<file path="src/common/parallel_port_pkg.sv">
/*
 * Shared constants and types for the parallel handshake port.
 * Assumes an 8-bit CPU I/O port bus and a 10 MHz system clock.
 */
package parallel_port_pkg;

  // I/O port addresses seen by the CPU.
  localparam logic [7:0] PARALLEL_CONTROL_STATUS_ADDR = 8'hfa;
  localparam logic [7:0] PARALLEL_DATA_ADDR           = 8'hfd;

  // Control and status field positions.
  localparam int OUT_BUSY_BIT       = 0;
  localparam int SEND_READY_N_BIT   = 1;
  localparam int RECV_READY_N_BIT   = 2;
  localparam int UNIT_SELECT_BIT    = 4;
  localparam int IN_ENABLE_BIT      = 5;
  localparam int OUT_ENABLE_BIT     = 6;
  localparam int OVERRUN_BIT        = 7;

  // Reset values.
  localparam logic [7:0] OUT_BYTE_RESET = 8'h00;
  localparam logic [7:0] RDATA_RESET    = 8'h00;

  // Timing: clock rate and handshake strobe timings in ns.
  localparam int CLK_PERIOD_NS   = 100;
  localparam int SETUP_TIME_NS   = 500;
  localparam int STROBE_TIME_NS  = 1000;
  localparam int SETUP_CYCLES    =
    (SETUP_TIME_NS + CLK_PERIOD_NS - 1) / CLK_PERIOD_NS;
  localparam int STROBE_CYCLES   =
    (STROBE_TIME_NS + CLK_PERIOD_NS - 1) / CLK_PERIOD_NS;
  localparam int TIMER_W         = 4;

  // Output FIFO shape.
  localparam int FIFO_DEPTH = 4;
  localparam int BYTE_W     = 8;

  // One CPU I/O cycle: strobes are one-cycle pulses.
  typedef struct packed {
    logic [7:0] addr;
    logic [7:0] wdata;
    logic       rd;
    logic       wr;
  } io_req_t;

  // Output drain sequencer.
  typedef enum logic [1:0] {
    DRAIN_IDLE    = 2'b00,
    DRAIN_SETUP   = 2'b01,
    DRAIN_STROBE  = 2'b10,
    DRAIN_RELEASE = 2'b11
  } drain_state_t;

endpackage

</file>
<file path="src/rtl/parallel_port_handshake.sv">
/*
 * Parallel handshake port: a data port and a control/status port on the
 * CPU I/O bus, eight output lines, eight input lines, four handshake
 * lines and three control lines toward up to four peripherals.
 * Assumes the CPU bus is synchronous to i_ref_clk and that all peer
 * lines are asynchronous to it.
 */
`timescale 1ns/100ps

// How it works
// - Port FD reads input byte, writes output byte.
// - Port FA is the control/status register.
// - Bit 2 reads 0 when peer accepts.
// - Bit 1 reads 0 when peer sends.
// - Bit 4 drives the unit-select output.
// - Eight out, eight in, four handshake, three control.
// - Control lines let four peers share connector.
// - Separate input and output enable lines driven.
module parallel_port_handshake
  import parallel_port_pkg::*;
#(
  parameter int FIFO_WORDS = FIFO_DEPTH
) (
  input  wire logic          i_ref_clk,
  input  wire logic          i_nrst,
  // CPU I/O port side.
  input  wire io_req_t       i_io,
  output logic [7:0]         o_io_rdata,
  output logic               o_io_rvalid,
  output logic               o_wr_ready,
  // Peripheral connector side.
  output logic [7:0]         o_par_dout,
  input  wire logic [7:0]    i_par_din,
  output logic               o_out_strobe_n,
  output logic               o_in_ack_n,
  input  wire logic          i_peer_receive_ready_n,
  input  wire logic          i_peer_send_ready_n,
  output logic               o_unit_select,
  output logic               o_in_enable_n,
  output logic               o_out_enable_n
);

  localparam logic [TIMER_W-1:0] SETUP_LOAD  = TIMER_W'(SETUP_CYCLES);
  localparam logic [TIMER_W-1:0] STROBE_LOAD = TIMER_W'(STROBE_CYCLES);

  logic [7:0]         din_meta;
  logic [7:0]         din_sync;
  logic [1:0]         rx_ready_meta;
  logic               rx_ready_n_sync;
  logic               tx_ready_n_sync;
  logic               hit_data;
  logic               hit_ctrl;
  logic               unit_select;
  logic               in_enable;
  logic               out_enable;
  logic               overrun;
  logic               fifo_in_ready;
  logic [7:0]         fifo_out_data;
  logic               fifo_out_valid;
  logic               fifo_pop;
  logic [7:0]         out_byte;
  drain_state_t       drain_state;
  drain_state_t       next_drain_state;
  logic [TIMER_W-1:0] timer;
  logic               out_busy;
  logic [7:0]         status_byte;
  logic [TIMER_W-1:0] ack_timer;
  logic               ack_done;

  ////////////////////////////////////////////////////////////////////////
  // Synchronisers. Every peer line passes two flip-flops before use; the
  // first stage feeds nothing but the second.
  always_ff @(posedge i_ref_clk or negedge i_nrst) begin
    if (!i_nrst) begin
      din_meta        <= 8'h00;
      din_sync        <= 8'h00;
      rx_ready_meta   <= 2'b11;
      rx_ready_n_sync <= 1'b1;
      tx_ready_n_sync <= 1'b1;
    end else begin
      din_meta        <= i_par_din;
      din_sync        <= din_meta;
      rx_ready_meta   <= {i_peer_send_ready_n, i_peer_receive_ready_n};
      rx_ready_n_sync <= rx_ready_meta[0];
      tx_ready_n_sync <= rx_ready_meta[1];
    end
  end

  ////////////////////////////////////////////////////////////////////////
  // Port decode for the two I/O addresses.
  assign hit_data = (i_io.addr == PARALLEL_DATA_ADDR);
  assign hit_ctrl = (i_io.addr == PARALLEL_CONTROL_STATUS_ADDR);

  // Control bits written by software through the control port.
  always_ff @(posedge i_ref_clk or negedge i_nrst) begin
    if (!i_nrst) begin
      unit_select <= 1'b0;
      in_enable   <= 1'b0;
      out_enable  <= 1'b0;
    end else if (i_io.wr && hit_ctrl) begin
      unit_select <= i_io.wdata[UNIT_SELECT_BIT];
      in_enable   <= i_io.wdata[IN_ENABLE_BIT];
      out_enable  <= i_io.wdata[OUT_ENABLE_BIT];
    end
  end

  // Overrun is sticky: a write that finds the buffer full is dropped and
  // flagged. A read of the control port clears it, but a new overrun in
  // the same cycle wins so the event is never lost.
  always_ff @(posedge i_ref_clk or negedge i_nrst) begin
    if (!i_nrst) begin
      overrun <= 1'b0;
    end else if (i_io.wr && hit_data && !fifo_in_ready) begin
      overrun <= 1'b1;
    end else if (i_io.rd && hit_ctrl) begin
      overrun <= 1'b0;
    end
  end

  ////////////////////////////////////////////////////////////////////////
  // Status image. Bit 2 reads 0 only when a write will be kept and the
  // peer can take a byte, so polling software never loses data.
  assign out_busy = fifo_out_valid || (drain_state != DRAIN_IDLE);

  always_comb begin
    status_byte                   = 8'h00;
    status_byte[OUT_BUSY_BIT]     = out_busy;
    status_byte[SEND_READY_N_BIT] = tx_ready_n_sync;
    status_byte[RECV_READY_N_BIT] = rx_ready_n_sync
                                    || !fifo_in_ready;
    status_byte[UNIT_SELECT_BIT]  = unit_select;
    status_byte[IN_ENABLE_BIT]    = in_enable;
    status_byte[OUT_ENABLE_BIT]   = out_enable;
    status_byte[OVERRUN_BIT]      = overrun;
  end

  // Read data is registered: it answers one cycle after the read strobe
  // and holds until the next read. Unmapped ports read 8'h00.
  always_ff @(posedge i_ref_clk or negedge i_nrst) begin
    if (!i_nrst) begin
      o_io_rdata  <= RDATA_RESET;
      o_io_rvalid <= 1'b0;
    end else begin
      o_io_rvalid <= i_io.rd;
      if (i_io.rd) begin
        if (hit_data) begin
          o_io_rdata <= din_sync;
        end else if (hit_ctrl) begin
          o_io_rdata <= status_byte;
        end else begin
          o_io_rdata <= 8'h00;
        end
      end
    end
  end

  // A read of the data port tells the peer its byte was taken with one
  // acknowledge pulse of the strobe width.
  assign ack_done = (ack_timer == TIMER_W'(1));

  // Acknowledge strobe timer; a read during a pulse restarts it.
  always_ff @(posedge i_ref_clk or negedge i_nrst) begin
    if (!i_nrst) begin
      ack_timer  <= '0;
      o_in_ack_n <= 1'b1;
    end else if (i_io.rd && hit_data) begin
      ack_timer  <= STROBE_LOAD;
      o_in_ack_n <= 1'b0;
    end else if (!o_in_ack_n) begin
      ack_timer  <= ack_timer - 1'b1;
      o_in_ack_n <= ack_done;
    end
  end

  ////////////////////////////////////////////////////////////////////////
  // Output buffer. The CPU may write a few bytes ahead of a slow peer;
  // o_wr_ready reports room so a writer can stall.
  byte_fifo #(
    .WIDTH (BYTE_W),
    .DEPTH (FIFO_WORDS)
  ) u_out_fifo (
    .i_ref_clk   (i_ref_clk),
    .i_nrst      (i_nrst),
    .i_in_data   (i_io.wdata),
    .i_in_valid  (i_io.wr && hit_data),
    .o_in_ready  (fifo_in_ready),
    .o_out_data  (fifo_out_data),
    .o_out_valid (fifo_out_valid),
    .i_out_ready (fifo_pop)
  );

  assign o_wr_ready = fifo_in_ready;

  ////////////////////////////////////////////////////////////////////////
  // Drain sequencer. A byte leaves the buffer only when the peer shows
  // receive-ready; it is set up on the lines, strobed, and then one
  // release cycle passes before the next byte can go out.
  assign fifo_pop = (drain_state == DRAIN_IDLE) && fifo_out_valid
                    && !rx_ready_n_sync;

  always_comb begin
    next_drain_state = drain_state;
    unique case (drain_state)
      DRAIN_IDLE: begin
        if (fifo_pop) begin
          next_drain_state = DRAIN_SETUP;
        end
      end
      DRAIN_SETUP: begin
        if (timer == TIMER_W'(1)) begin
          next_drain_state = DRAIN_STROBE;
        end
      end
      DRAIN_STROBE: begin
        if (timer == TIMER_W'(1)) begin
          next_drain_state = DRAIN_RELEASE;
        end
      end
      DRAIN_RELEASE: begin
        next_drain_state = DRAIN_IDLE;
      end
    endcase
  end

  always_ff @(posedge i_ref_clk or negedge i_nrst) begin
    if (!i_nrst) begin
      drain_state <= DRAIN_IDLE;
    end else begin
      drain_state <= next_drain_state;
    end
  end

  // Phase timer loads on entry to setup and to strobe, and counts down to zero.
  always_ff @(posedge i_ref_clk or negedge i_nrst) begin
    if (!i_nrst) begin
      timer <= '0;
    end else if (fifo_pop) begin
      timer <= SETUP_LOAD;
    end else if (drain_state == DRAIN_SETUP && timer == TIMER_W'(1)) begin
      timer <= STROBE_LOAD;
    end else if (timer != '0) begin
      timer <= timer - 1'b1;
    end
  end

  // The output byte changes only when a new byte is taken from the
  // buffer, so the lines stay stable between writes.
  always_ff @(posedge i_ref_clk or negedge i_nrst) begin
    if (!i_nrst) begin
      out_byte <= OUT_BYTE_RESET;
    end else if (fifo_pop) begin
      out_byte <= fifo_out_data;
    end
  end

  // Output strobe, low only in the strobe phase.
  always_ff @(posedge i_ref_clk or negedge i_nrst) begin
    if (!i_nrst) begin
      o_out_strobe_n <= 1'b1;
    end else begin
      o_out_strobe_n <= (next_drain_state != DRAIN_STROBE);
    end
  end

  ////////////////////////////////////////////////////////////////////////
  // Connector outputs. Unit select and the two enables let several
  // peers share one bus; a lone peer may ignore all three.
  assign o_par_dout     = out_byte;
  assign o_unit_select  = unit_select;
  assign o_in_enable_n  = !in_enable;
  assign o_out_enable_n = !out_enable;

endmodule

</file>
<file path="src/rtl/byte_fifo.sv">
/*
 * Small flip-flop FIFO with valid/ready on both sides.
 * Assumes one clock and an asynchronous active-low reset.
 */
`timescale 1ns/100ps
module byte_fifo #(
  parameter int WIDTH = 8,
  parameter int DEPTH = 4
) (
  input  wire logic             i_ref_clk,
  input  wire logic             i_nrst,
  input  wire logic [WIDTH-1:0] i_in_data,
  input  wire logic             i_in_valid,
  output logic                  o_in_ready,
  output logic [WIDTH-1:0]      o_out_data,
  output logic                  o_out_valid,
  input  wire logic             i_out_ready
);

  localparam int AW = (DEPTH > 1) ? $clog2(DEPTH) : 1;
  localparam logic [AW:0] DEPTH_C = (AW + 1)'(DEPTH);

  logic [WIDTH-1:0] mem [DEPTH];
  logic [AW-1:0]    wr_idx;
  logic [AW-1:0]    rd_idx;
  logic [AW:0]      count;
  logic             push;
  logic             pop;

  ////////////////////////////////////////////////////////////////////////
  // Handshake terms; full and empty follow the true occupancy.
  assign o_in_ready  = (count != DEPTH_C);
  assign o_out_valid = (count != '0);
  assign o_out_data  = mem[rd_idx];
  assign push        = i_in_valid && o_in_ready;
  assign pop         = o_out_valid && i_out_ready;

  // Storage is written only, never reset, to keep it cheap.
  always_ff @(posedge i_ref_clk) begin
    if (push) begin
      mem[wr_idx] <= i_in_data;
    end
  end

  // Index and occupancy bookkeeping; indices wrap at DEPTH.
  always_ff @(posedge i_ref_clk or negedge i_nrst) begin
    if (!i_nrst) begin
      wr_idx <= '0;
      rd_idx <= '0;
      count  <= '0;
    end else begin
      if (push) begin
        wr_idx <= (wr_idx == AW'(DEPTH - 1)) ? '0 : wr_idx + 1'b1;
      end
      if (pop) begin
        rd_idx <= (rd_idx == AW'(DEPTH - 1)) ? '0 : rd_idx + 1'b1;
      end
      if (push && !pop) begin
        count <= count + 1'b1;
      end else if (pop && !push) begin
        count <= count - 1'b1;
      end
    end
  end

endmodule

</file>
<file path="config.mk">
export PLATFORM = sky130hd
export DESIGN_NAME = parallel_port_handshake
export DESIGN_NICKNAME = d
export VERILOG_FILES = /design/src/common/parallel_port_pkg.sv /design/src/rtl/parallel_port_handshake.sv /design/src/rtl/byte_fifo.sv
export SDC_FILE = /design/constraint.sdc
export NUM_CORES = 1
export LEC_CHECK = 0
export BUFFER_PORTS_ARGS = -buffer_cell sky130_fd_sc_hd__clkbuf_2
export CAP_MARGIN = 20
export CORE_ASPECT_RATIO = 0.75
export CORE_MARGIN = 2
export CORE_UTILIZATION = 51
export DETAILED_ROUTE_END_ITERATION = 10
export PLACE_DENSITY = 0.75
export SYNTH_ARGS = -nofsm -noshare
export SYNTH_HDL_FRONTEND = slang
export SYNTH_SLANG_ARGS = --single-unit
export TNS_END_PERCENT = 20
</file>
<file path="constraint.sdc">
create_clock -name i_ref_clk -period 2.2 [get_ports i_ref_clk]
set_input_delay 0.22 -clock i_ref_clk [delete_from_list [all_inputs] [get_ports i_ref_clk]]
set_output_delay 0.22 -clock i_ref_clk [all_outputs]
set_load 0.01 [all_outputs]
</file>
==> impl_results.md <==
* Outcome: finished clean
* Setup CP Type: reg -> reg
* Post-route insts no fill at 404
* Mapped Cells at 227
* Commonest non-fill, non-tap cell in the layout: dfrtp_1
* R2R setup slack at 0.15 ns
* Routability-driven placement congestion ratio at 0.776
* P_leak at 1.85 nW
* Std-Cell Rows at 26
* Total GRT Usage at 17.4%
* # IOs at 53
* Most frequent CP cell: xor2_1
* H-tree Lvls at 3
* Clk root buf: clkbuf_8
* Vias per cell at 5.03
* Initial antenna violation count at 0
* Clk_skew at 0.0130 ns
* Post-Synthesis Cell Area at 0.00365 mm²
* Ys Warns at 0
* Crit-path max FO at 3
* Post-layout nets at 343
* Total CTS buffers at 9
* Clk sinks at 92
* Number of global-route vias before repair at 2088
* Fill cells at 531
* Most used flip-flop cell after synthesis: dfrtp_1
* F_max at 0.488 GHz
* Die Wd at 102 µm
* Routed WL at 6170 µm
* Detailed placement HPWL at 4260 µm
* Die H at 77.3 µm
* Mean Syn Cell Area at 16.1 µm²
* Min-Delay Path Class: in -> async
* Post-route ant nets at 0
* Syn_nets at 269
* CTS tree: done
* Slew margin rel. at 49.8%
* Diodes inserted at 0
* Setup Buffers After CTS at 0
* Final Cycle Share at 93.2%
* Async SR Flop Fraction at 65.2%
* Hold Vio Cnt, Final at 0
* Cells along the critical path: nor3b_1 > nor4_4 > ha_4 > inv_2 > fa_1 > xor2_1 > nor2_1 > xor2_1
* Critical Path End Type: flop
* Fraction of layout cells with a size suffix above 1 at 37.3%
* Most frequent cells in the layout: dfrtp_1 (54), clkbuf_2 (52), edfxtp_1 (32)
* Number of synthesized flops with an enable pin at 32
* Slowest CP cell: dfrtp_1
* Placed Cells at 378
* Non-Filler Cell Area, Final at 0.00439 mm²
* Synth-to-Final Area Change at 20.2%
* VDD IR max at 0.531 mV
* Seq/Total Area, Yosys at 67.6%
* Dpl cell area at 0.00406 mm²
* Die ar. at 0.00786 mm²
* Synth top area share at 37.0%
* Maxcap violations at 0
* Via count at 2032
* CP peak stage delay at 0.42 ns
* Setup TNS at 0 ns
* I/O Buffers at 52
* Wire per inst at 15.3 µm
* Post-route minimum period at 2.05 ns
* Maximum number of pins on one net before global-route repair at 61
* Initial core utilization at 53.2%
* # DRC at 0
* RSZ-0062 raised after global routing: no
* Startpoint Class: flop
* Final Util at 64.0%
* First-pass GRT wire length at 10400 µm
* Worst path arrival time at 2.32 ns
* Post-synth cell types at 45
* Pwr dens at 1070 mW/mm²
* Yosys reg bits at 92
* Grt total ovfl at 0
* Final setup violation count at 0
* Clk buf depth at 2
* CORE AREA at 0.00686 mm²
* Area contributors post-synth: dfrtp_1 (37%), edfxtp_1 (26%), mux4_2 (4.9%)
* Worst slew pin tran at 0.753 ns
* Register clock-pin slew on the reported worst setup and hold paths at 0.09 ns
* Synth area leader: dfrtp_1
* First-pass DRT Iterations at 4
* CP required at 2.47 ns
* DR iter-0 viols at 99
* Pins over their slew limit at 0
* Worst-Skew Late Latency at 0.35 ns
-- Yosys cell counts (4+ instances only) --
library cell,instances
o2bb2ai_1,5
mux2_2,12
dfstp_2,6
nand2_1,5
and2_1,4
a22oi_1,5
ha_1,11
nor3_1,4
inv_1,14
mux4_2,8
xnor2_1,5
edfxtp_1,32
dfrtp_1,54
clkbuf_1,4
mux2_4,4
nor2_1,9
-- what timing repair did --
item / 4_1_cts / 5_1_grt
hold endpoints to repair: 10 / 0
endpoints found under the setup margin: 0 / 1
gates resized for setup: 0 / 1
hold buffers: 10 / 0
-- layout make-up --
type                            instances  area (µm²)  share of cell area (%)
Multi-Input combinational cell        113        1090                    24.9
Clock buffer                           10         131                    2.99
Timing Repair Buffer                   71         428                    9.74
Clock inverter                          6        95.1                    2.17
Inverter                               14        52.6                    1.20
Tap cell                               98         123                    2.79
Sequential cell                        92        2470                    56.2
-- registers in the layout, indices dropped and copies added (netlist names), 2 cells and up --
register           cells
ack_timer              4
u_out_fifo.mem        32
u_out_fifo.count       3
timer                  4
rx_ready_meta          2
o_par_dout             8
u_out_fifo.wr_idx      2
din_sync               8
o_io_rdata             8
drain_state            2
u_out_fifo.rd_idx      2
din_meta               8
-- metrics by stage --
stage | total power [mW] | hold WS (ns) | worst slack (ns)
after floorplan | 3.15 | -0.0756 | 0.0246
after global placement | 3.44 | 0.308 | 0.195
after detailed placement | 3.50 | 0.309 | 0.151
after CTS | 4.77 | 0.0298 | 0.141
after global routing | 5.00 | 0.0689 | 0.00426
final | 4.72 | 0.00637 | 0.149
-- logic make-up after synthesis --
group / after synthesis / share of synthesized area [%]
simple gates: 43 / 7.29
compound gates: 24 / 5.07
buf+inv: 22 / 2.98
xor+xnor: 8 / 1.92
mux: 26 / 10.8
flops: 92 / 67.6
fa+ha+maj: 12 / 4.32
-- path summary, 6_finish.rpt --
kind                                     startpoint                   end  depth (start not counted)
worst min register to register          din_meta[0]           din_sync[0]                          0
worst max register to register  u_out_fifo.count[2]   u_out_fifo.count[2]                          8
min in group i_ref_clk                      i_io[5]  u_out_fifo.mem[1][3]                          1
max in group asynchronous                    i_nrst         o_par_dout[2]                          2
worst max-delay path            u_out_fifo.count[2]   u_out_fifo.count[2]                          8
worst min-delay path                         i_nrst           din_meta[1]                          2
-- routing by layer --
metal  global-route usage [%]  part of all wire (%)  routed length [µm]  vias to the layer above
li1                         -                     -                   -                      976
met1                     24.4                    46                2830                     1019
met2                     26.4                    50                3110                       33
met3                     6.20                   3.3                 201                        4
met4                     3.92                  0.50                  31                        0
met5                        0                     0                   0                        -
-- worst max-delay path: cells and delay by family (launching register included) --
kind	cells	cell delay, ns
flops	1	0.42
xor+xnor	2	0.32
simple gates	3	0.65
buf+inv	1	0.04
fa+ha+maj	2	0.57
-- power by group --
part	internal, mW	leakage [nW]	switching [mW]	total (mW)
clock	0.665	0.115	0.576	1.24
sequential	2.04	1.01	0.263	2.30
combinational	0.672	0.720	0.501	1.17
total	3.38	1.85	1.34	4.72
No activity file was read; power rests on OpenSTA's default activity.
